### config.mk
export PLATFORM = sky130hd
export DESIGN_NAME = pec_perf_counters
export DESIGN_NICKNAME = d
export VERILOG_FILES = /design/src/verilog/pec_pkg.sv /design/src/verilog/pec_cnt_if.sv /design/src/verilog/pec_counter_slice.sv /design/src/verilog/pec_perf_counters.sv
export SDC_FILE = /design/constraint.sdc
export NUM_CORES = 1
export LEC_CHECK = 0
export ABC_AREA = 1
export BUFFER_PORTS_ARGS = -buffer_cell sky130_fd_sc_hd__buf_2
export CELL_PAD_IN_SITES_DETAIL_PLACEMENT = 1
export CELL_PAD_IN_SITES_GLOBAL_PLACEMENT = 2
export CORE_MARGIN = 5
export CORE_UTILIZATION = 31
export DETAILED_ROUTE_END_ITERATION = 8
export PLACE_DENSITY = 0.86
export SETUP_SLACK_MARGIN = 0.15
export SYNTH_ARGS = -nofsm -noshare
export SYNTH_HDL_FRONTEND = slang
export SYNTH_SLANG_ARGS = --single-unit
export TNS_END_PERCENT = 100
### constraint.sdc
create_clock -name i_core_clk -period 3.4 [get_ports i_core_clk]
set_input_delay 0.85 -clock i_core_clk [delete_from_list [all_inputs] [get_ports i_core_clk]]
set_output_delay 0.85 -clock i_core_clk [all_outputs]
set_load 0.02 [all_outputs]
### src/verilog/pec_pkg.sv
// pec_pkg: constants shared by the performance event counter block.
// assumes: included before every other file of the block.
package pec_pkg;

    // widths of the stored state and of one cycle's increment
    localparam int PEC_CNT_W  = 32;
    localparam int PEC_CTRL_W = 9;
    localparam int PEC_INC_W  = 4;

    // coprocessor register number and the select codes from the opcode low bits
    localparam logic [4:0] PEC_COP_REG   = 5'h19;
    localparam logic [1:0] PEC_SEL_CTRL0 = 2'h0;
    localparam logic [1:0] PEC_SEL_CNT0  = 2'h1;
    localparam logic [1:0] PEC_SEL_CTRL1 = 2'h2;
    localparam logic [1:0] PEC_SEL_CNT1  = 2'h3;

    // control register field positions
    localparam int PEC_EVT_MSB    = 8;
    localparam int PEC_EVT_LSB    = 5;
    localparam int PEC_IRQ_EN_BIT = 4;
    localparam int PEC_U_EN_BIT   = 3;
    localparam int PEC_S_EN_BIT   = 2;
    localparam int PEC_K_EN_BIT   = 1;
    localparam int PEC_XLV_EN_BIT = 0;

    // values after reset
    localparam logic [PEC_CTRL_W-1:0] PEC_CTRL_RST  = 9'h000;
    localparam logic [PEC_CNT_W-1:0]  PEC_CNT_RST   = 32'h0000_0000;
    localparam logic [31:0]           PEC_RDATA_RST = 32'h0000_0000;

    // processor privilege encoding on the mode input
    localparam logic [1:0] PEC_KSU_KERNEL = 2'h0;
    localparam logic [1:0] PEC_KSU_SUPER  = 2'h1;
    localparam logic [1:0] PEC_KSU_USER   = 2'h2;

    // event codes with dedicated handling
    localparam logic [3:0] PEC_EV_CYCLES = 4'h0;
    localparam logic [3:0] PEC_EV_INSTR  = 4'h1;
    localparam logic [3:0] PEC_EV_LOAD   = 4'h2;
    localparam logic [3:0] PEC_EV_STORE  = 4'h3;
    localparam logic [3:0] PEC_EV_CST    = 4'h4;
    localparam logic [3:0] PEC_EV_FIVE   = 4'h5;
    localparam int         PEC_EV_HI_LSB = 6;

endpackage : pec_pkg

### src/verilog/pec_cnt_if.sv
// pec_cnt_if: links the core logic to one counter slice.
// assumes: core and slice share one clock.
`timescale 1ns/100ps
interface pec_cnt_if;
    import pec_pkg::*;
    logic                  wr_ctrl;
    logic                  wr_cnt;
    logic [31:0]           wdata;
    logic [PEC_INC_W-1:0]  inc;
    logic [PEC_CTRL_W-1:0] ctrl_q;
    logic [PEC_CNT_W-1:0]  cnt_q;
    logic                  count_ok;

    modport core  (output wr_ctrl, wr_cnt, wdata, inc, input ctrl_q, cnt_q, count_ok);
    modport slice (input wr_ctrl, wr_cnt, wdata, inc, output ctrl_q, cnt_q, count_ok);
endinterface : pec_cnt_if

### src/verilog/pec_counter_slice.sv
// pec_counter_slice: one control register, one counter and its mode qualifier.
// assumes: event selection is done by the core, which supplies the increment.
`timescale 1ns/100ps
module pec_counter_slice
    import pec_pkg::*;
(
    // clock, reset, enable
    input  wire logic       i_core_clk,
    input  wire logic       i_rstn,
    input  wire logic       i_ce,
    // processor mode
    input  wire logic [1:0] i_ksu_mode,
    input  wire logic       i_exception_level_flag,
    input  wire logic       i_error_level_flag,
    // core side
    pec_cnt_if.slice        cnt_if
);

    logic [PEC_CTRL_W-1:0] ctrl_reg;
    logic [PEC_CTRL_W-1:0] ctrl_next;
    logic [PEC_CNT_W-1:0]  cnt_reg;
    logic [PEC_CNT_W-1:0]  cnt_next;
    logic                  mode_ok;

    // mode qualifier; error level blocks everything, even exception mode
    always_comb begin
        mode_ok = 1'b0;
        if (!i_error_level_flag) begin
            if (i_exception_level_flag) begin
                mode_ok = ctrl_reg[PEC_XLV_EN_BIT];
            end else begin
                mode_ok = (ctrl_reg[PEC_U_EN_BIT] && i_ksu_mode == PEC_KSU_USER)
                       || (ctrl_reg[PEC_S_EN_BIT] && i_ksu_mode == PEC_KSU_SUPER)
                       || (ctrl_reg[PEC_K_EN_BIT] && i_ksu_mode == PEC_KSU_KERNEL);
            end
        end
    end

    // next state; a software write beats the increment of the same cycle
    always_comb begin
        ctrl_next = ctrl_reg;
        cnt_next  = cnt_reg;
        if (cnt_if.wr_ctrl) begin
            ctrl_next = cnt_if.wdata[PEC_CTRL_W-1:0];
        end
        if (cnt_if.wr_cnt) begin
            cnt_next = cnt_if.wdata;
        end else if (mode_ok) begin
            // plain modulo add, so counting goes on past bit 31
            cnt_next = cnt_reg + PEC_CNT_W'(cnt_if.inc);
        end
    end

    // state registers, frozen while the enable is low
    always_ff @(posedge i_core_clk or negedge i_rstn) begin
        if (!i_rstn) begin
            ctrl_reg <= PEC_CTRL_RST;
            cnt_reg  <= PEC_CNT_RST;
        end else if (i_ce) begin
            ctrl_reg <= ctrl_next;
            cnt_reg  <= cnt_next;
        end
    end

    // outputs to the core
    assign cnt_if.ctrl_q   = ctrl_reg;
    assign cnt_if.cnt_q    = cnt_reg;
    assign cnt_if.count_ok = mode_ok;

endmodule : pec_counter_slice

### src/verilog/pec_perf_counters.sv
// pec_perf_counters: two event counters with control, on coprocessor register 25.
// assumes: all event inputs come from core logic on i_core_clk, one pulse per event;
// the sources already drop re-issues and units-free instructions.
//
// What this block does
// - Two counters, two controls behind one register number, low opcode bits select.
// - Each counter is a 32-bit read/write register incremented by its event.
// - Each counter counts its own selected event, independent of the other.
// - Overflow line asserts when bit 31 is one and interrupt enabled.
// - Counting carries on after overflow, interrupt or not.
// - Event field picks one of sixteen codes; code zero is cycles for both.
// - Codes six to fifteen select counter-specific cache, branch and bus events.
// - User, supervisor, kernel and exception enables qualify counting, any combination.
// - Interrupt enable gates each counter onto the overflow line.
// - Reserved control bits are written zero and always read zero.
// - Code zero adds one every clock cycle.
// - Counter 0 issued: integer done plus float done plus prior-cycle load/store issue.
// - Prefetches count as loads; re-issued loads and stores count once.
// - Instructions using no load/store, integer or float unit are not counted.
// - Counter 1 adds prior-cycle graduations, multiply and divide counted twice.
// - Code two, counter 0: loads, prefetch, sync, cacheop counted at issue, once.
// - Code two, counter 1: same class counted at graduation, up to four per cycle.
// - Code three, counter 0: cycle after first store issue, re-issues ignored.
// - Code three, counter 1: one per graduating store, at most one per cycle.
// - Code four, counter 0: cycle after first store-conditional issue, once only.
// - Code four, counter 1: cycle after store-conditional graduation.
// - Code five, counter 0: one per failed store-conditional.
// - Error level flag set stops all counting in both counters.
// - Control holds event select 8:5, interrupt enable 4, mode enables 3:0.
`timescale 1ns/100ps
module pec_perf_counters
    import pec_pkg::*;
(
    // clock, reset, enable
    input  wire logic        i_core_clk,
    input  wire logic        i_rstn,
    input  wire logic        i_ce,
    // coprocessor moves
    input  wire logic        i_move_to_sys_coproc,
    input  wire logic        i_move_from_sys_coproc,
    input  wire logic [4:0]  i_cop_reg,
    input  wire logic [1:0]  i_cop_sel,
    input  wire logic [31:0] i_cop_wdata,
    output logic      [31:0] o_cop_rdata,
    output logic             o_cop_rvalid,
    // processor mode
    input  wire logic [1:0]  i_ksu_mode,
    input  wire logic        i_exception_level_flag,
    input  wire logic        i_error_level_flag,
    // counter 0 event sources
    input  wire logic [1:0]  i_int_done_cnt,
    input  wire logic [1:0]  i_fp_done_cnt,
    input  wire logic        i_ls_first_issue,
    input  wire logic        i_ld_class_issue,
    input  wire logic        i_st_first_issue,
    input  wire logic        i_store_conditional_first_issue,
    input  wire logic        i_store_conditional_fail,
    input  wire logic [15:6] i_c0_evt_hi,
    // counter 1 event sources
    input  wire logic [3:0]  i_grad_cnt,
    input  wire logic [2:0]  i_ld_class_grad_cnt,
    input  wire logic        i_st_grad,
    input  wire logic        i_store_conditional_grad,
    input  wire logic [2:0]  i_fp_grad_cnt,
    input  wire logic [15:6] i_c1_evt_hi,
    // interrupt
    output logic             o_perf_overflow_irq_line
);

    pec_cnt_if c0_if ();
    pec_cnt_if c1_if ();

    // decoded access
    logic       hit;
    logic       wr_hit;
    logic       rd_hit;
    logic [3:0] ev0;
    logic [3:0] ev1;

    // delayed event state
    logic                 ls_issue_reg;
    logic                 ls_issue_next;
    logic                 st_issue_reg;
    logic                 st_issue_next;
    logic                 cst_issue_reg;
    logic                 cst_issue_next;
    logic                 cst_grad_reg;
    logic                 cst_grad_next;
    logic [PEC_INC_W-1:0] grad_cnt_reg;
    logic [PEC_INC_W-1:0] grad_cnt_next;

    // read port state
    logic [31:0] rdata_reg;
    logic [31:0] rdata_next;
    logic        rvalid_reg;
    logic        rvalid_next;

    // register number decode; the low opcode bits pick one of four
    assign hit    = (i_cop_reg == PEC_COP_REG);
    assign wr_hit = hit && i_move_to_sys_coproc;
    assign rd_hit = hit && i_move_from_sys_coproc;

    // write strobes into the slices
    assign c0_if.wr_ctrl = wr_hit && (i_cop_sel == PEC_SEL_CTRL0);
    assign c0_if.wr_cnt  = wr_hit && (i_cop_sel == PEC_SEL_CNT0);
    assign c1_if.wr_ctrl = wr_hit && (i_cop_sel == PEC_SEL_CTRL1);
    assign c1_if.wr_cnt  = wr_hit && (i_cop_sel == PEC_SEL_CNT1);
    assign c0_if.wdata   = i_cop_wdata;
    assign c1_if.wdata   = i_cop_wdata;

    // each counter decodes its own event field
    assign ev0 = c0_if.ctrl_q[PEC_EVT_MSB:PEC_EVT_LSB];
    assign ev1 = c1_if.ctrl_q[PEC_EVT_MSB:PEC_EVT_LSB];

    // one-cycle delays for events counted on the cycle after they happen
    always_comb begin
        ls_issue_next = i_ls_first_issue;
        st_issue_next = i_st_first_issue;
        cst_issue_next = i_store_conditional_first_issue;
        cst_grad_next  = i_store_conditional_grad;
        grad_cnt_next = i_grad_cnt;
    end

    always_ff @(posedge i_core_clk or negedge i_rstn) begin
        if (!i_rstn) begin
            ls_issue_reg <= 1'b0;
            st_issue_reg <= 1'b0;
            cst_issue_reg <= 1'b0;
            cst_grad_reg  <= 1'b0;
            grad_cnt_reg <= '0;
        end else if (i_ce) begin
            ls_issue_reg <= ls_issue_next;
            st_issue_reg <= st_issue_next;
            cst_issue_reg <= cst_issue_next;
            cst_grad_reg  <= cst_grad_next;
            grad_cnt_reg <= grad_cnt_next;
        end
    end

    // counter 0 increment for the selected event
    always_comb begin
        case (ev0)
            PEC_EV_CYCLES: begin
                c0_if.inc = PEC_INC_W'(1);
            end
            PEC_EV_INSTR: begin
                // sources drop re-issues, prefetch rides the load/store flag
                c0_if.inc = PEC_INC_W'(i_int_done_cnt) + PEC_INC_W'(i_fp_done_cnt)
                          + PEC_INC_W'(ls_issue_reg);
            end
            PEC_EV_LOAD: begin
                c0_if.inc = PEC_INC_W'(i_ld_class_issue);
            end
            PEC_EV_STORE: begin
                c0_if.inc = PEC_INC_W'(st_issue_reg);
            end
            PEC_EV_CST: begin
                c0_if.inc = PEC_INC_W'(cst_issue_reg);
            end
            PEC_EV_FIVE: begin
                c0_if.inc = PEC_INC_W'(i_store_conditional_fail);
            end
            default: begin
                c0_if.inc = PEC_INC_W'(i_c0_evt_hi[ev0]);
            end
        endcase
    end

    // counter 1 increment for the selected event
    always_comb begin
        case (ev1)
            PEC_EV_CYCLES: begin
                c1_if.inc = PEC_INC_W'(1);
            end
            PEC_EV_INSTR: begin
                // the source already weighs multiply and divide as two
                c1_if.inc = grad_cnt_reg;
            end
            PEC_EV_LOAD: begin
                c1_if.inc = PEC_INC_W'(i_ld_class_grad_cnt);
            end
            PEC_EV_STORE: begin
                c1_if.inc = PEC_INC_W'(i_st_grad);
            end
            PEC_EV_CST: begin
                c1_if.inc = PEC_INC_W'(cst_grad_reg);
            end
            PEC_EV_FIVE: begin
                c1_if.inc = PEC_INC_W'(i_fp_grad_cnt);
            end
            default: begin
                c1_if.inc = PEC_INC_W'(i_c1_evt_hi[ev1]);
            end
        endcase
    end

    // read mux; controls are zero-extended so reserved bits read zero
    always_comb begin
        rdata_next  = rdata_reg;
        rvalid_next = rd_hit;
        if (rd_hit) begin
            case (i_cop_sel)
                PEC_SEL_CTRL0: rdata_next = 32'(c0_if.ctrl_q);
                PEC_SEL_CNT0:  rdata_next = c0_if.cnt_q;
                PEC_SEL_CTRL1: rdata_next = 32'(c1_if.ctrl_q);
                PEC_SEL_CNT1:  rdata_next = c1_if.cnt_q;
                default:       rdata_next = PEC_RDATA_RST;
            endcase
        end
    end

    // read data held until the next read
    always_ff @(posedge i_core_clk or negedge i_rstn) begin
        if (!i_rstn) begin
            rdata_reg  <= PEC_RDATA_RST;
            rvalid_reg <= 1'b0;
        end else if (i_ce) begin
            rdata_reg  <= rdata_next;
            rvalid_reg <= rvalid_next;
        end
    end

    assign o_cop_rdata  = rdata_reg;
    assign o_cop_rvalid = rvalid_reg;

    // level from register bits only, so it falls when software rewrites the counter
    assign o_perf_overflow_irq_line =
        (c0_if.cnt_q[PEC_CNT_W-1] && c0_if.ctrl_q[PEC_IRQ_EN_BIT])
        || (c1_if.cnt_q[PEC_CNT_W-1] && c1_if.ctrl_q[PEC_IRQ_EN_BIT]);

    // the two counter slices
    pec_counter_slice u_slice0 (
        .i_core_clk             (i_core_clk),
        .i_rstn                 (i_rstn),
        .i_ce                   (i_ce),
        .i_ksu_mode             (i_ksu_mode),
        .i_exception_level_flag (i_exception_level_flag),
        .i_error_level_flag     (i_error_level_flag),
        .cnt_if                 (c0_if.slice)
    );

    pec_counter_slice u_slice1 (
        .i_core_clk             (i_core_clk),
        .i_rstn                 (i_rstn),
        .i_ce                   (i_ce),
        .i_ksu_mode             (i_ksu_mode),
        .i_exception_level_flag (i_exception_level_flag),
        .i_error_level_flag     (i_error_level_flag),
        .cnt_if                 (c1_if.slice)
    );
endmodule : pec_perf_counters

# Yosys cells after proc, flatten, opt, wreduce, memory -nomap -nowiden
# Index checks and enable logic that the tools add are counted.
dict set report totals {
  out_inout_bits 34
  word_cells 78
  input_bits 89
  ff_bits 123
}
dict set report op_classes {
  magnitude_cmp 2
  n_eq_ne 16
  muxes 15
  n_addsub 4
  n_reduce_logical 30
}
# cell n
set ops {}
lappend ops {{32-bit 2-to-1 mux} 4}
lappend ops {{32-bit case mux with 4 select lines} 1}
lappend ops {{32-bit by 4-bit adder with 32-bit output} 2}
lappend ops {{4-bit case mux with 6 select lines} 2}
lappend ops {{4-bit by 2-bit equality test with 1-bit output (second input constant)} 4}
lappend ops {{4-bit by 3-bit equality test with 1-bit output (second input constant)} 4}
lappend ops {{1-bit logical AND} 14}
lappend ops {{4-bit by 5-bit < comparator with 1-bit output (second input constant)} 2}
lappend ops {{2-bit AND reduction} 5}
lappend ops {{1-bit binary-select mux with 4-bit select} 2}
lappend ops {{4-bit by 1-bit equality test with 1-bit output (second input constant)} 2}
lappend ops {{4-bit zero test} 2}
lappend ops {{2-bit equality test (second input constant)} 3}
lappend ops {{1-bit 2-to-1 mux} 6}
lappend ops {{5-bit equality test (second input constant)} 1}
lappend ops {{1-bit logical OR} 5}
lappend ops {{3-bit by 1-bit adder with 4-bit output} 1}
lappend ops {{2-bit by 1-bit equality test with 1-bit output (second input constant)} 2}
lappend ops {{2-bit zero test} 2}
lappend ops {{2-bit nonzero test} 2}
lappend ops {{2-bit by 2-bit adder with 3-bit output} 1}

# Logic depth before layout (Yosys ltp)
# Gate-level depths: netlist of the first run.
dict set report depth {
  depth_word 8
  ltp_mapped 21
  depth_no_buf 21
}

# Modules after synthesis
# From an unflattened synthesis of the first run, not the netlist that was laid out.
dict set report unflattened {
  cells_unflattened 1360
  area_unflattened_um2 8588.2
}
# mod area_each_um2 cells_per_inst instances seq_area_each_um2
set by_module_without_submodules {}
lappend by_module_without_submodules {pec_counter_slice 3061.7 503 2 1026.0}
lappend by_module_without_submodules {pec_perf_counters 2464.9 354 1 1026.0}

# Worst setup path before layout of the first run
# Ideal clock, no wire load.
dict set report synth_path {
  kind {input -> register}
  from {input port i_int_done_cnt[0]}
  to {register u_slice0.cnt_reg[30], in the netlist u_slice0.cnt_if.cnt_q[30]}
  arrival_ps 3074
  t_required_ps 3284
  slack_ps 209
  path_buffers 0
  cell_stages 18
  setup_time_ps 116
  cell_sequence {inv_1 -> fa_1 -> o22ai_1 -> o22ai_1 -> nand2_1 -> nand2_1 -> inv_1 -> ha_1 -> inv_1 -> fa_1 -> o21ai_2 -> nand2_1 -> nor2_1 -> nand2_1 -> nand2_1 -> nand3_1 -> nand2_1 -> nand2_1}
}
dict set report synth_via {
  elab_chain_len 6
}
# item line
set synth_rtl {}
lappend synth_rtl {{start, declared} pec_perf_counters.sv:51} ;# input wire logic [1:0] i_int_done_cnt,
lappend synth_rtl {{2-bit by 2-bit adder with 3-bit output} pec_perf_counters.sv:148} ;# c0_if.inc = PEC_INC_W'(i_int_done_cnt) + PEC_INC_W'(i_fp_done_cnt)
lappend synth_rtl {{3-bit by 1-bit adder with 4-bit output} pec_perf_counters.sv:149} ;# + PEC_INC_W'(ls_issue_reg);
lappend synth_rtl {{4-bit case mux with 6 select lines} pec_perf_counters.sv:142} ;# case (ev0)
lappend synth_rtl {{32-bit by 4-bit adder with 32-bit output} pec_counter_slice.sv:50} ;# cnt_next = cnt_reg + PEC_CNT_W'(cnt_if.inc);
lappend synth_rtl {{32-bit 2-to-1 mux} pec_counter_slice.sv:48} ;# end else if (mode_ok) begin
lappend synth_rtl {{32-bit 2-to-1 mux} pec_counter_slice.sv:46} ;# if (cnt_if.wr_cnt) begin
lappend synth_rtl {{end signal, assigned} pec_counter_slice.sv:61} ;# cnt_reg <= cnt_next;
lappend synth_rtl {{end, declared} pec_counter_slice.sv:21} ;# logic [PEC_CNT_W-1:0] cnt_reg;
# No other way between the ends. The select of a mux whose other input is x is not followed.
# A chain may end at the register's enable or synchronous reset.

# Worst setup path after layout of the first run
dict set report layout_path {
  from {input port i_int_done_cnt[0]}
  to {register u_slice0.cnt_reg[18], in the netlist u_slice0.cnt_if.cnt_q[18]}
}
# Same word-level chain as after synthesis.

==> metrics.txt, run 1 <==
Via-to-Cell Ratio between 5 and 6; Inst Count DP roughly 1800; n_diodes 0; synthesized cell area 0.00836 sq mm; sequential element share of the synthesized area 0.368; first-pass GRT wire length roughly 52 mm; Syn. warnings 0; HPWL Detailed between 20 and 30 mm; Pre-antenna DRT Iters 5; Worst-Margin Slew 0.632 ns; synth top area cells dfrtp_1 (37%), nand2_1 (23%), nor2_1 (8.0%); Tmin final 3.12 ns; total grt overflow 0; Clock Sink Count 123; CP Data Required Time 3.70 ns; Placed Area approximately 0.0094 sq mm; crit path max fanout 7; synth unique cells 35; row count 60; ys async rst share 1.00; largest family of logic cells by synthesized area simple AND/OR/NAND/NOR gates; Worst setup EP type flip-flop; final instance area 0.0100 sq mm; Reg power frac 0.391; number of synthesized flops with an enable pin 0; die area 0.0303 sq mm; status complete, no violations; Worst Setup Path Type in2reg; Core ar. 0.0267 sq mm; share of layout cells above drive strength 1 0.143; final hold viol count 0; peak supply drop 0.000281 V; DR iter-0 viols 613; sequential cell area a little over 0.003 sq mm; PwrDens 455 mW/mm^2; Ports 123; Peak Freq 0.321 GHz; Root Driver clkbuf_16; Clock Path Buffers 2; WL final 33.5 mm; Slew headroom 0.579; top cell type's share of synthesized area 0.368; xor and xnor area share after synthesis 0.00210; Die Width 174 um; largest net degree at the start of global routing 61; Multi-input gate area 0.00452 sq mm; Startpoint Class input pin; Worst Path Arrival 3.41 ns; complex-gate fraction of the synthesized area 0.109; antenna viol nets, final 0; GP Congestion between 0.8 and 0.9; Clock Pin Slew Worst Setup and Hold Paths roughly 0.060 ns; Starting Density 0.313; Avg Cell Area, Syn 6.28 sq um; power share of the combinational group 0.208; clk_skew 0.0117 ns; Setup violations, final 0; DR vias 9171; Die Span Y between 150 and 200 um; Max-Cap Viols 0; Hold WC Path Type in2async; mux cell area share after synthesis 0.00270; Pleak 5.11 nW; Post-route DRC 0; syn_nets around 1400; # nets final ~1600; NetSw 1.55 mW; switch share 0.339; CTS Hold Bufs 0; TritonCTS clock tree done; Port-buffer cells 122; vias in the first global route 9391; Synth top cells by count nand2_1 (516), nor2_1 (179), inv_1 (145), nand3_1 (129), dfrtp_1 (123); H-tree depth 4; Layout fillers about 3500; Clk pwr share 0.401; Area Growth Syn to Fin 19.9%; Primary FF master, synth dfrtp_1; CTS buffer count 17; Int Power 3.02 mW; initial antenna violation count 0; fin crit share 0.916; dominant cell type by area after synthesis dfrtp_1; post-synthesis register bit count 123; Post-Layout Cell Count 1814; routed length per instance between 15 and 20 um; worst-skew pair later-pin latency 0.42 ns; Post-Syn Instances 1331; Simple-Gate Fraction of Synth Area 0.405; RSZ-0062 raised after global routing yes; Post-Synth Adder-Cell Area 0.0201; count leader, synth nand2_1; final slew viol count 0; Total Routing Usage GR 0.218
## worst paths after layout
| check | start | cells past startpoint | endpoint | slack, ns |
|---|---|---|---|---|
| setup reg to reg | ls_issue_reg | 17 | u_slice0.cnt_if.cnt_q[18] | 0.43 |
| setup / recovery | i_int_done_cnt[0] | 18 | u_slice0.cnt_if.cnt_q[18] | 0.28 |
| hold reg to reg | o_cop_rdata[16] | 2 | o_cop_rdata[16] | 0.48 |
| hold / removal | i_rstn | 1 | ls_issue_reg | 0.40 |
| min in group i_core_clk | o_cop_rdata[16] | 2 | o_cop_rdata[16] | 0.48 |
| max in group asynchronous | i_rstn | 2 | u_slice1.cnt_if.cnt_q[6] | 2.15 |
## metrics by stage
stage / worst slack [ns] / hold slack, ns / util / power, mW / setup TNS (ns)
final: 0.285 / 0.399 / 0.375 / 4.56 / 0
after global routing: 0.116 / 0.433 / 0.375 / 4.80 / 0
after CTS: 0.280 / 0.432 / 0.373 / 4.58 / 0
after detailed placement: -0.164 / 0.465 / 0.352 / 2.74 / -1.29
after global placement: -0.0957 / 0.460 / 0.352 / 2.72 / -0.246
after floorplan: 0.209 / 0.453 / - / 2.32 / 0
## cell usage in the layout, fill, tap and decap left out, types with 3 or more instances in the layout
cell type	Yosys	routed
nand2_1	516	515
nor2_1	179	173
inv_1	145	145
nand3_1	129	129
dfrtp_1	123	121
buf_2	19	121
o21ai_0	95	94
o22ai_1	29	29
buf_4	5	29
clkbuf_16	0	17
o211ai_1	10	10
nor2_2	3	9
o21ai_1	7	8
a21oi_1	7	7
ha_1	7	7
nand4_1	5	5
nand3_2	5	5
o221ai_1	5	5
clkinvlp_4	0	5
fa_1	4	4
inv_2	3	3
clkbuf_8	0	3
inv_6	0	3
## kinds of logic after synthesis
logic type | count (synthesis)
buf+inv | 191
xor+xnor | 2
simple gates | 842
compound gates | 160
mux | 2
flops | 123
fa+ha+maj | 11
## timing repair
item / CTS / global route
setup buffers: 0 / 3
gates resized for setup: 0 / 10
setup endpoints to repair: 0 / 16
## final cells by class
type,count,share of cell area
clock buffer,20,0.0466
multi-input combinational,1017,0.451
tap,341,0.0426
clock inverter,12,0.0112
sequential,123,0.307
inverter,149,0.0558
timing repair buffer,152,0.0853
## power by group through the flow
stage / clock [mW] / combinational, mW / sequential [mW]
global route: 1.92 / 1.07 / 1.81
global placement: 0 / 0.912 / 1.80
finish: 1.83 / 0.948 / 1.79
detailed placement: 0 / 0.935 / 1.81
floorplan: 0 / 0.547 / 1.77
CTS: 1.85 / 0.945 / 1.78
## per-layer routing
metal / wire length, um / vias up / global-route usage
li1: - / 4467 / -
met1: 16200 / 4521 / 0.303
met2: 15800 / 153 / 0.365
met3: 985 / 30 / 0.0281
met4: 465 / 0 / 0.0449
met5: 0 / - / 0
## critical path, stage by stage
cell and delay (ns):
buf_2 0.07, inv_1 0.04, fa_1 0.47, o22ai_1 0.15
o22ai_1 0.12, nand2_1 0.08, nand2_1 0.05, inv_1 0.05
ha_1 0.16, inv_1 0.08, fa_1 0.40, o21ai_2 0.15
buf_4 0.17, nand3_1 0.15, o21ai_0 0.19, nand3_1 0.10
nand2_1 0.07, o21ai_0 0.07
No activity file was read; power rests on OpenSTA's default activity.
==> run 2, diff against run 1 <==
Settings changed: ABC_AREA 1 to default, CORE_UTILIZATION 31 to 36.
==> run 2 against run 1 <==
  * Power down 2.4%
  * Global-route usage up 0.79 points
  * Core utilization up 7.6 points
  * Die area down 19%
  * Via count down 22%
  * Critical endpoint is now u_slice0.cnt_if.cnt_q[9]
  * Area after synthesis down 6.8%
  * Clock skew down 0.0028 ns
  * Largest cell class unchanged
  * Hold slack worse by 0.032 ns
  * Critical path depth down 3
  * Register-to-register slack worse by 0.17 ns
  * Flip-flop and latch count unchanged
  * Fmax down 3.6%
==> metrics.txt, run 2 <==
Startpoint Class input pin; final hold viol count 0; Worst setup EP type flip-flop; die area 0.0247 sq mm; Clk pwr share 0.424; share of layout cells above drive strength 1 0.345; NetSw ~1.4 mW; total negative setup slack 0 ns; largest net degree at the start of global routing between 70 and 80; CP Data Required Time 3.71 ns; syn_nets 899; initial antenna violation count 0; Post-Syn Instances 799; CTS buffer count 17; sequential element share of the synthesized area 0.395; Primary FF master, synth dfrtp_1; Int Power 3.06 mW; DR iter-0 viols 506; Starting Density 0.368; n_diodes 0; GP Congestion 0.881; Peak Freq 0.309 GHz; DR vias 7137; Clock Path Buffers 2; status complete, no violations; PwrDens around 470 mW/mm^2; count leader, synth dfrtp_1; Crit path max-delay family compound AO/OA/AOI/OAI gates; H-tree depth 4; Worst-Margin Slew between 0.7 and 0.8 ns; Syn. warnings 0; Reg power frac 0.382; CTS Hold Bufs 0; Total Routing Usage GR 0.226; Multi-input gate area ~0.0044 sq mm; Die Width 157 um; clk_skew 0.00887 ns; Layout fillers approximately 2400; Hold WS between 0.3 and 0.4 ns; Synth top cells by count dfrtp_1 (123), nand2_1 (98), a21oi_1 (60), mux2_2 (53), o21ai_0 (50); dominant cell type by area after synthesis dfrtp_1; switch share 0.314; vias in the first global route a little under 8000; final slew viol count 0; Root Driver clkbuf_16; Clock Sink Count 123; Tmin final 3.23 ns; Pwr Total 4.45 mW; Via-to-Cell Ratio roughly 5.9; Worst Setup Path Type in2reg; Max-Cap Viols 0; top cell type's share of synthesized area 0.395; most frequent cells in the layout dfrtp_1 (120), buf_2 (120), nand2_1 (96); synthesized cell area 0.00779 sq mm; Area Growth Syn to Fin 22.4%; RSZ-0062 raised after global routing yes; HPWL Detailed ~20 mm; CP bufs+invs 5; Avg Cell Area, Syn 9.74 sq um; TritonCTS clock tree done; peak supply drop 0.000349 V; post-synthesis register bit count between 100 and 150; Port-buffer cells around 120; number of synthesized flops with an enable pin 0; total grt overflow 0; crit path max fanout 4; synth unique cells 74; crit-path max cell delay 0.49 ns; Setup violations, final 0; routed length per instance about 23 um; Hold WC Path Type in2async; Pleak slightly above 4 nW; fin crit share 0.951; Worst Path Arrival ~3.5 ns; Crit-path slowest cell fa_1; worst-skew pair later-pin latency 0.43 ns; # nets final 1027; ys async rst share 1.00; Slew headroom 0.486; Die Span Y 157 um; CP Cell Sequence buf_6 > inv_4 > fa_1 > inv_1 > mux2i_1 > a21oi_1 > mux4_2 > ha_4 > a211o_1 > nor4b_4 > buf_4 > buf_4 > a21oi_1 > nor2_1 > o22a_1; Clock Pin Slew Worst Setup and Hold Paths approximately 0.07 ns; Post-route DRC 0; Ports roughly 120; power share of the combinational group 0.194; WL final 27.5 mm; sequential cell area 0.00308 sq mm; Core ar. 0.0212 sq mm; antenna viol nets, final 0; first-pass GRT wire length 43.6 mm; Pre-antenna DRT Iters 5; synth top area cells dfrtp_1 (40%), mux2_2 (7.7%), nand2_1 (4.7%); row count 53
-- run 2: changes by cell type after synthesis, moves of 51 or more --
| cell | change |
|---|---|
| mux2_2 | +51 |
| inv_1 | -121 |
| nand3_1 | -93 |
| nand2_1 | -418 |
| nor2_1 | -136 |
| a21oi_1 | +53 |
-- run 2: stage by stage --
step / setup slack (ns) / std cells / cell area [sq um] / utilization
after floorplan: 0.0211 / 799 / 7870 / -
after global placement: -0.241 / 1174 / 8780 / 0.415
after detailed placement: -0.320 / 1174 / 8780 / 0.415
after CTS: 0.144 / 1207 / 9420 / 0.445
after global routing: 0.0576 / 1215 / 9530 / 0.450
final: 0.168 / 1215 / 9530 / 0.450
-- run 2: kinds of logic after synthesis --
| group | Yosys count | share of synthesized area |
|---|---|---|
| muxes | 78 | 0.135 |
| and+or+nand+nor | 260 | 0.175 |
| xor gates and xnor gates | 1 | 0.00113 |
| AOI/OAI and AO/OA | 244 | 0.217 |
| buffers and inverters | 82 | 0.0546 |
| adders and majority gates | 11 | 0.0215 |
| DFF | 123 | 0.395 |
-- run 2: final timing paths --
| kind | startpoint | endpoint | slack (ns) | cells past startpoint |
|---|---|---|---|---|
| max in group asynchronous | i_rstn | o_cop_rdata[20] | 2.22 | 2 |
| worst min register to register | o_cop_rdata[9] | o_cop_rdata[9] | 0.48 | 2 |
| worst max register to register | u_slice0.cnt_if.ctrl_q[5] | u_slice0.cnt_if.cnt_q[9] | 0.26 | 10 |
| worst max-delay path | i_int_done_cnt[0] | u_slice0.cnt_if.cnt_q[9] | 0.17 | 15 |
| min in group i_core_clk | o_cop_rdata[9] | o_cop_rdata[9] | 0.48 | 2 |
| worst min-delay path | i_rstn | o_cop_rdata[0] | 0.37 | 1 |
-- run 2: cell type report --
type                       instances  share of cell area
clock buffer                      17              0.0446
clock inverter                    15              0.0184
inverter                          24              0.0105
multi-input combinational        594               0.463
sequential                       123               0.323
tap                              275              0.0361
timing repair buffer             167               0.104
-- run 2: per-layer routing --
layer,part of all wire,vias to the layer above,track usage
met5,0,-,0
met4,0.019,0,0.0676
met3,0.048,29,0.0355
met2,0.50,186,0.382
met1,0.44,3668,0.301
li1,-,3254,-
-- run 2: what timing repair did --
item	CTS	global route
setup endpoints to repair	10	38
cloned	0	0
buffers inserted	1	8
pin swaps	7	5
resized for setup	8	15
-- run 2: power groups by stage --
stage / sequential [mW] / clock [mW] / combinational (mW)
floorplan: 1.68 / 0 / 0.510
global placement: 1.72 / 0 / 0.792
detailed placement: 1.72 / 0 / 0.817
CTS: 1.70 / 1.91 / 0.845
global route: 1.72 / 1.99 / 0.947
finish: 1.70 / 1.89 / 0.863
-- run 2: worst register-to-register path: cells and delay by family, from the launching register on --
kind                       cells  cell delay, ns
AOI/OAI and AO/OA              3            0.62
adders and majority gates      1            0.20
buffers and inverters          2            0.29
DFF                            1            0.60
muxes                          2            1.09
and+or+nand+nor                2            0.23
==> run 3, diff against run 2 <==
Settings changed: ABC_AREA from default to 1, CAP_MARGIN from default to 10, CORE_UTILIZATION 36 to 31, PLACE_DENSITY 0.86 to 0.85, SYNTH_HIERARCHICAL from default to 1.
==> run 3 against run 2 <==
  * Largest power group unchanged
  * Non-clock buffer count fell by 26
  * Fmax rose by 5.4%
  * Worst setup slack better by 0.17 ns
  * Core utilization down 7.7 points
  * Critical endpoint is now u_slice0/cnt_if.cnt_q[26]
  * Sequential share of layout area decreased by 2.4 points
  * Final area rose by 7.9%
==> metrics.txt, run 3 <==
syn_nets 1459; # nets final 1574; most frequent cells in the layout nand2_1 (559), nor2_1 (191), nand3_1 (123); worst reg2reg path depth 18; total grt overflow 0; routed length per instance 17.9 um; Hold WC Path Type in2async; Die Width 176 um; largest net degree at the start of global routing 53; final hold viol count 0; vias in the first global route 9500; n_diodes 0; Avg Cell Area, Syn 6.32 sq um; Tmin final 3.07 ns; CTS buffer count 17; HPWL Detailed 25.5 mm; die area 0.0311 sq mm; fin crit share 0.902; Worst Path Arrival 3.38 ns; Crit path max-delay family simple AND/OR/NAND/NOR gates; DR iter-0 viols 551; Post-route DRC 0; peak supply drop 0.000258 V; Ports 123; Pleak around 5.1 nW; r2r setup slk 0.50 ns; Clock Pin Slew Worst Setup and Hold Paths 0.06 ns; Slew headroom 0.479; GP Congestion 0.869; Crit-path slowest cell fa_1; Clock Path Buffers 2; Multi-input gate area 0.00483 sq mm; TritonCTS clock tree done; RR Startpoint u_slice1/cnt_if.ctrl_q[6]; Startpoint Class input pin; total negative setup slack 0 ns; crit path max fanout 5; antenna viol nets, final 0; final slew viol count 0; CP Cell Sequence buf_2 > fa_1 > inv_1 > fa_1 > nor2_1 > fa_1 > nand2_1 > nand3_1 > nand2_2 > buf_12 > nor3_1 > nand2_1 > nand2_1 > nand3_1 > nand2_1 > nand2_1; Starting Density 0.311; PwrDens 464 mW/mm^2; Placed Area approximately 0.0097 sq mm; Core ar. 0.0276 sq mm; first-pass GRT wire length 52.2 mm; status complete, no violations; CP bufs+invs 3; DR vias 9247; RSZ-0062 raised after global routing yes; Post-Syn Instances 1358; commonest non-fill, non-tap cell in the layout nand2_1; Clock Sink Count around 120; Peak Freq approximately 0.33 GHz; sequential cell area approximately 0.003 sq mm; Total Routing Usage GR 0.215; Worst Setup Path Type in2reg; Die Span Y 176 um; WL final about 33 mm; Max-Cap Viols 0; share of layout cells above drive strength 1 0.144; final instance area 0.0103 sq mm; Top cell by count, worst path nand2_1; postcts setup bufs 0; crit-path max cell delay 0.41 ns; row count 61; H-tree depth 4; Via-to-Cell Ratio 4.96; Root Driver clkbuf_16; Setup violations, final 0; Layout fillers 3641; CP Data Required Time 3.71 ns; Syn. warnings 6; Area Growth Syn to Fin 19.8%; worst-skew pair later-pin latency 0.43 ns; Worst setup EP type flip-flop; Pre-antenna DRT Iters 4; Worst-Margin Slew roughly 0.78 ns; initial antenna violation count 0; reg2reg end u_slice1/cnt_if.cnt_q[8]; synthesized cell area 0.00858 sq mm; Port-buffer cells 122; clk_skew about 0.013 ns
## run 3: area by class of cell
| type | instances | area share |
|---|---|---|
| Timing Repair Buffer | 141 | 0.0800 |
| Tap cell | 378 | 0.0460 |
| Clock inverter | 11 | 0.0138 |
| Sequential cell | 123 | 0.300 |
| Clock buffer | 21 | 0.0467 |
| Inverter | 120 | 0.0438 |
| Multi-Input combinational cell | 1070 | 0.470 |
## run 3: routing by layer
metal | vias to the layer above | routed length [um] | GRT usage
li1 | 4520 | - | -
met1 | 4422 | 15700 | 0.287
met2 | 254 | 15200 | 0.357
met3 | 51 | 1590 | 0.0345
met4 | 0 | 893 | 0.0683
met5 | - | 0 | 0
## run 3: worst max path at each step
stage,end,cells after the start,slack [ns],start
6_report,u_slice0/cnt_if.cnt_q[26],16,0.33,i_int_done_cnt[0]
3_5_place_dp,u_slice0/cnt_if.cnt_q[26],16,-0.06,i_int_done_cnt[0]
3_3_place_gp,u_slice0/cnt_if.cnt_q[8],19,-0.01,i_int_done_cnt[0]
2_1_floorplan,u_slice0/cnt_if.cnt_q[8],18,0.21,i_int_done_cnt[0]
5_1_grt,u_slice0/cnt_if.cnt_q[26],20,0.13,i_int_done_cnt[0]
4_1_cts,u_slice1/cnt_if.cnt_q[8],18,0.32,u_slice1/cnt_if.ctrl_q[5]
## run 3: what timing repair did
item	4_1_cts	5_1_grt
gates resized for setup	0	2
hold buffers	0	0
setup endpoints to repair	0	4
## run 3: metrics by stage
stage | cells | power [mW] | utilization | setup WS [ns] | hold WS, ns
finish | 1864 | 4.77 | 0.373 | 0.334 | 0.378
global route | 1864 | 5.02 | 0.373 | 0.132 | 0.404
CTS | 1864 | 4.80 | 0.373 | 0.323 | 0.400
detailed placement | 1832 | 2.84 | 0.350 | -0.0554 | 0.504
global placement | 1832 | 2.80 | 0.350 | -0.0115 | 0.490
floorplan | 1358 | 2.39 | - | 0.207 | 0.451
## run 3: power breakdown
part	switching, mW	leakage, nW	total, mW	internal [mW]
clock	0.718	0.301	1.94	1.23
sequential	0.220	1.62	1.86	1.64
combinational	0.608	3.16	0.964	0.356
total	1.55	5.08	4.77	3.22
## run 3: worst register-to-register path: stages, from the launching register on
cell and delay [ns]:
dfrtp_1 0.51, inv_1 0.14, nand2_1 0.11, nor2_1 0.07, nand2_1 0.06, nand3_1 0.07, nor2_1 0.08, nand3_1 0.08
ha_1 0.27, fa_1 0.42, nand2_1 0.09, nand3_1 0.11, nand2_2 0.20, nor2_4 0.09, or2_2 0.28, nand3_1 0.07
nand2_1 0.05, nand2_1 0.05, nand2_1 0.05
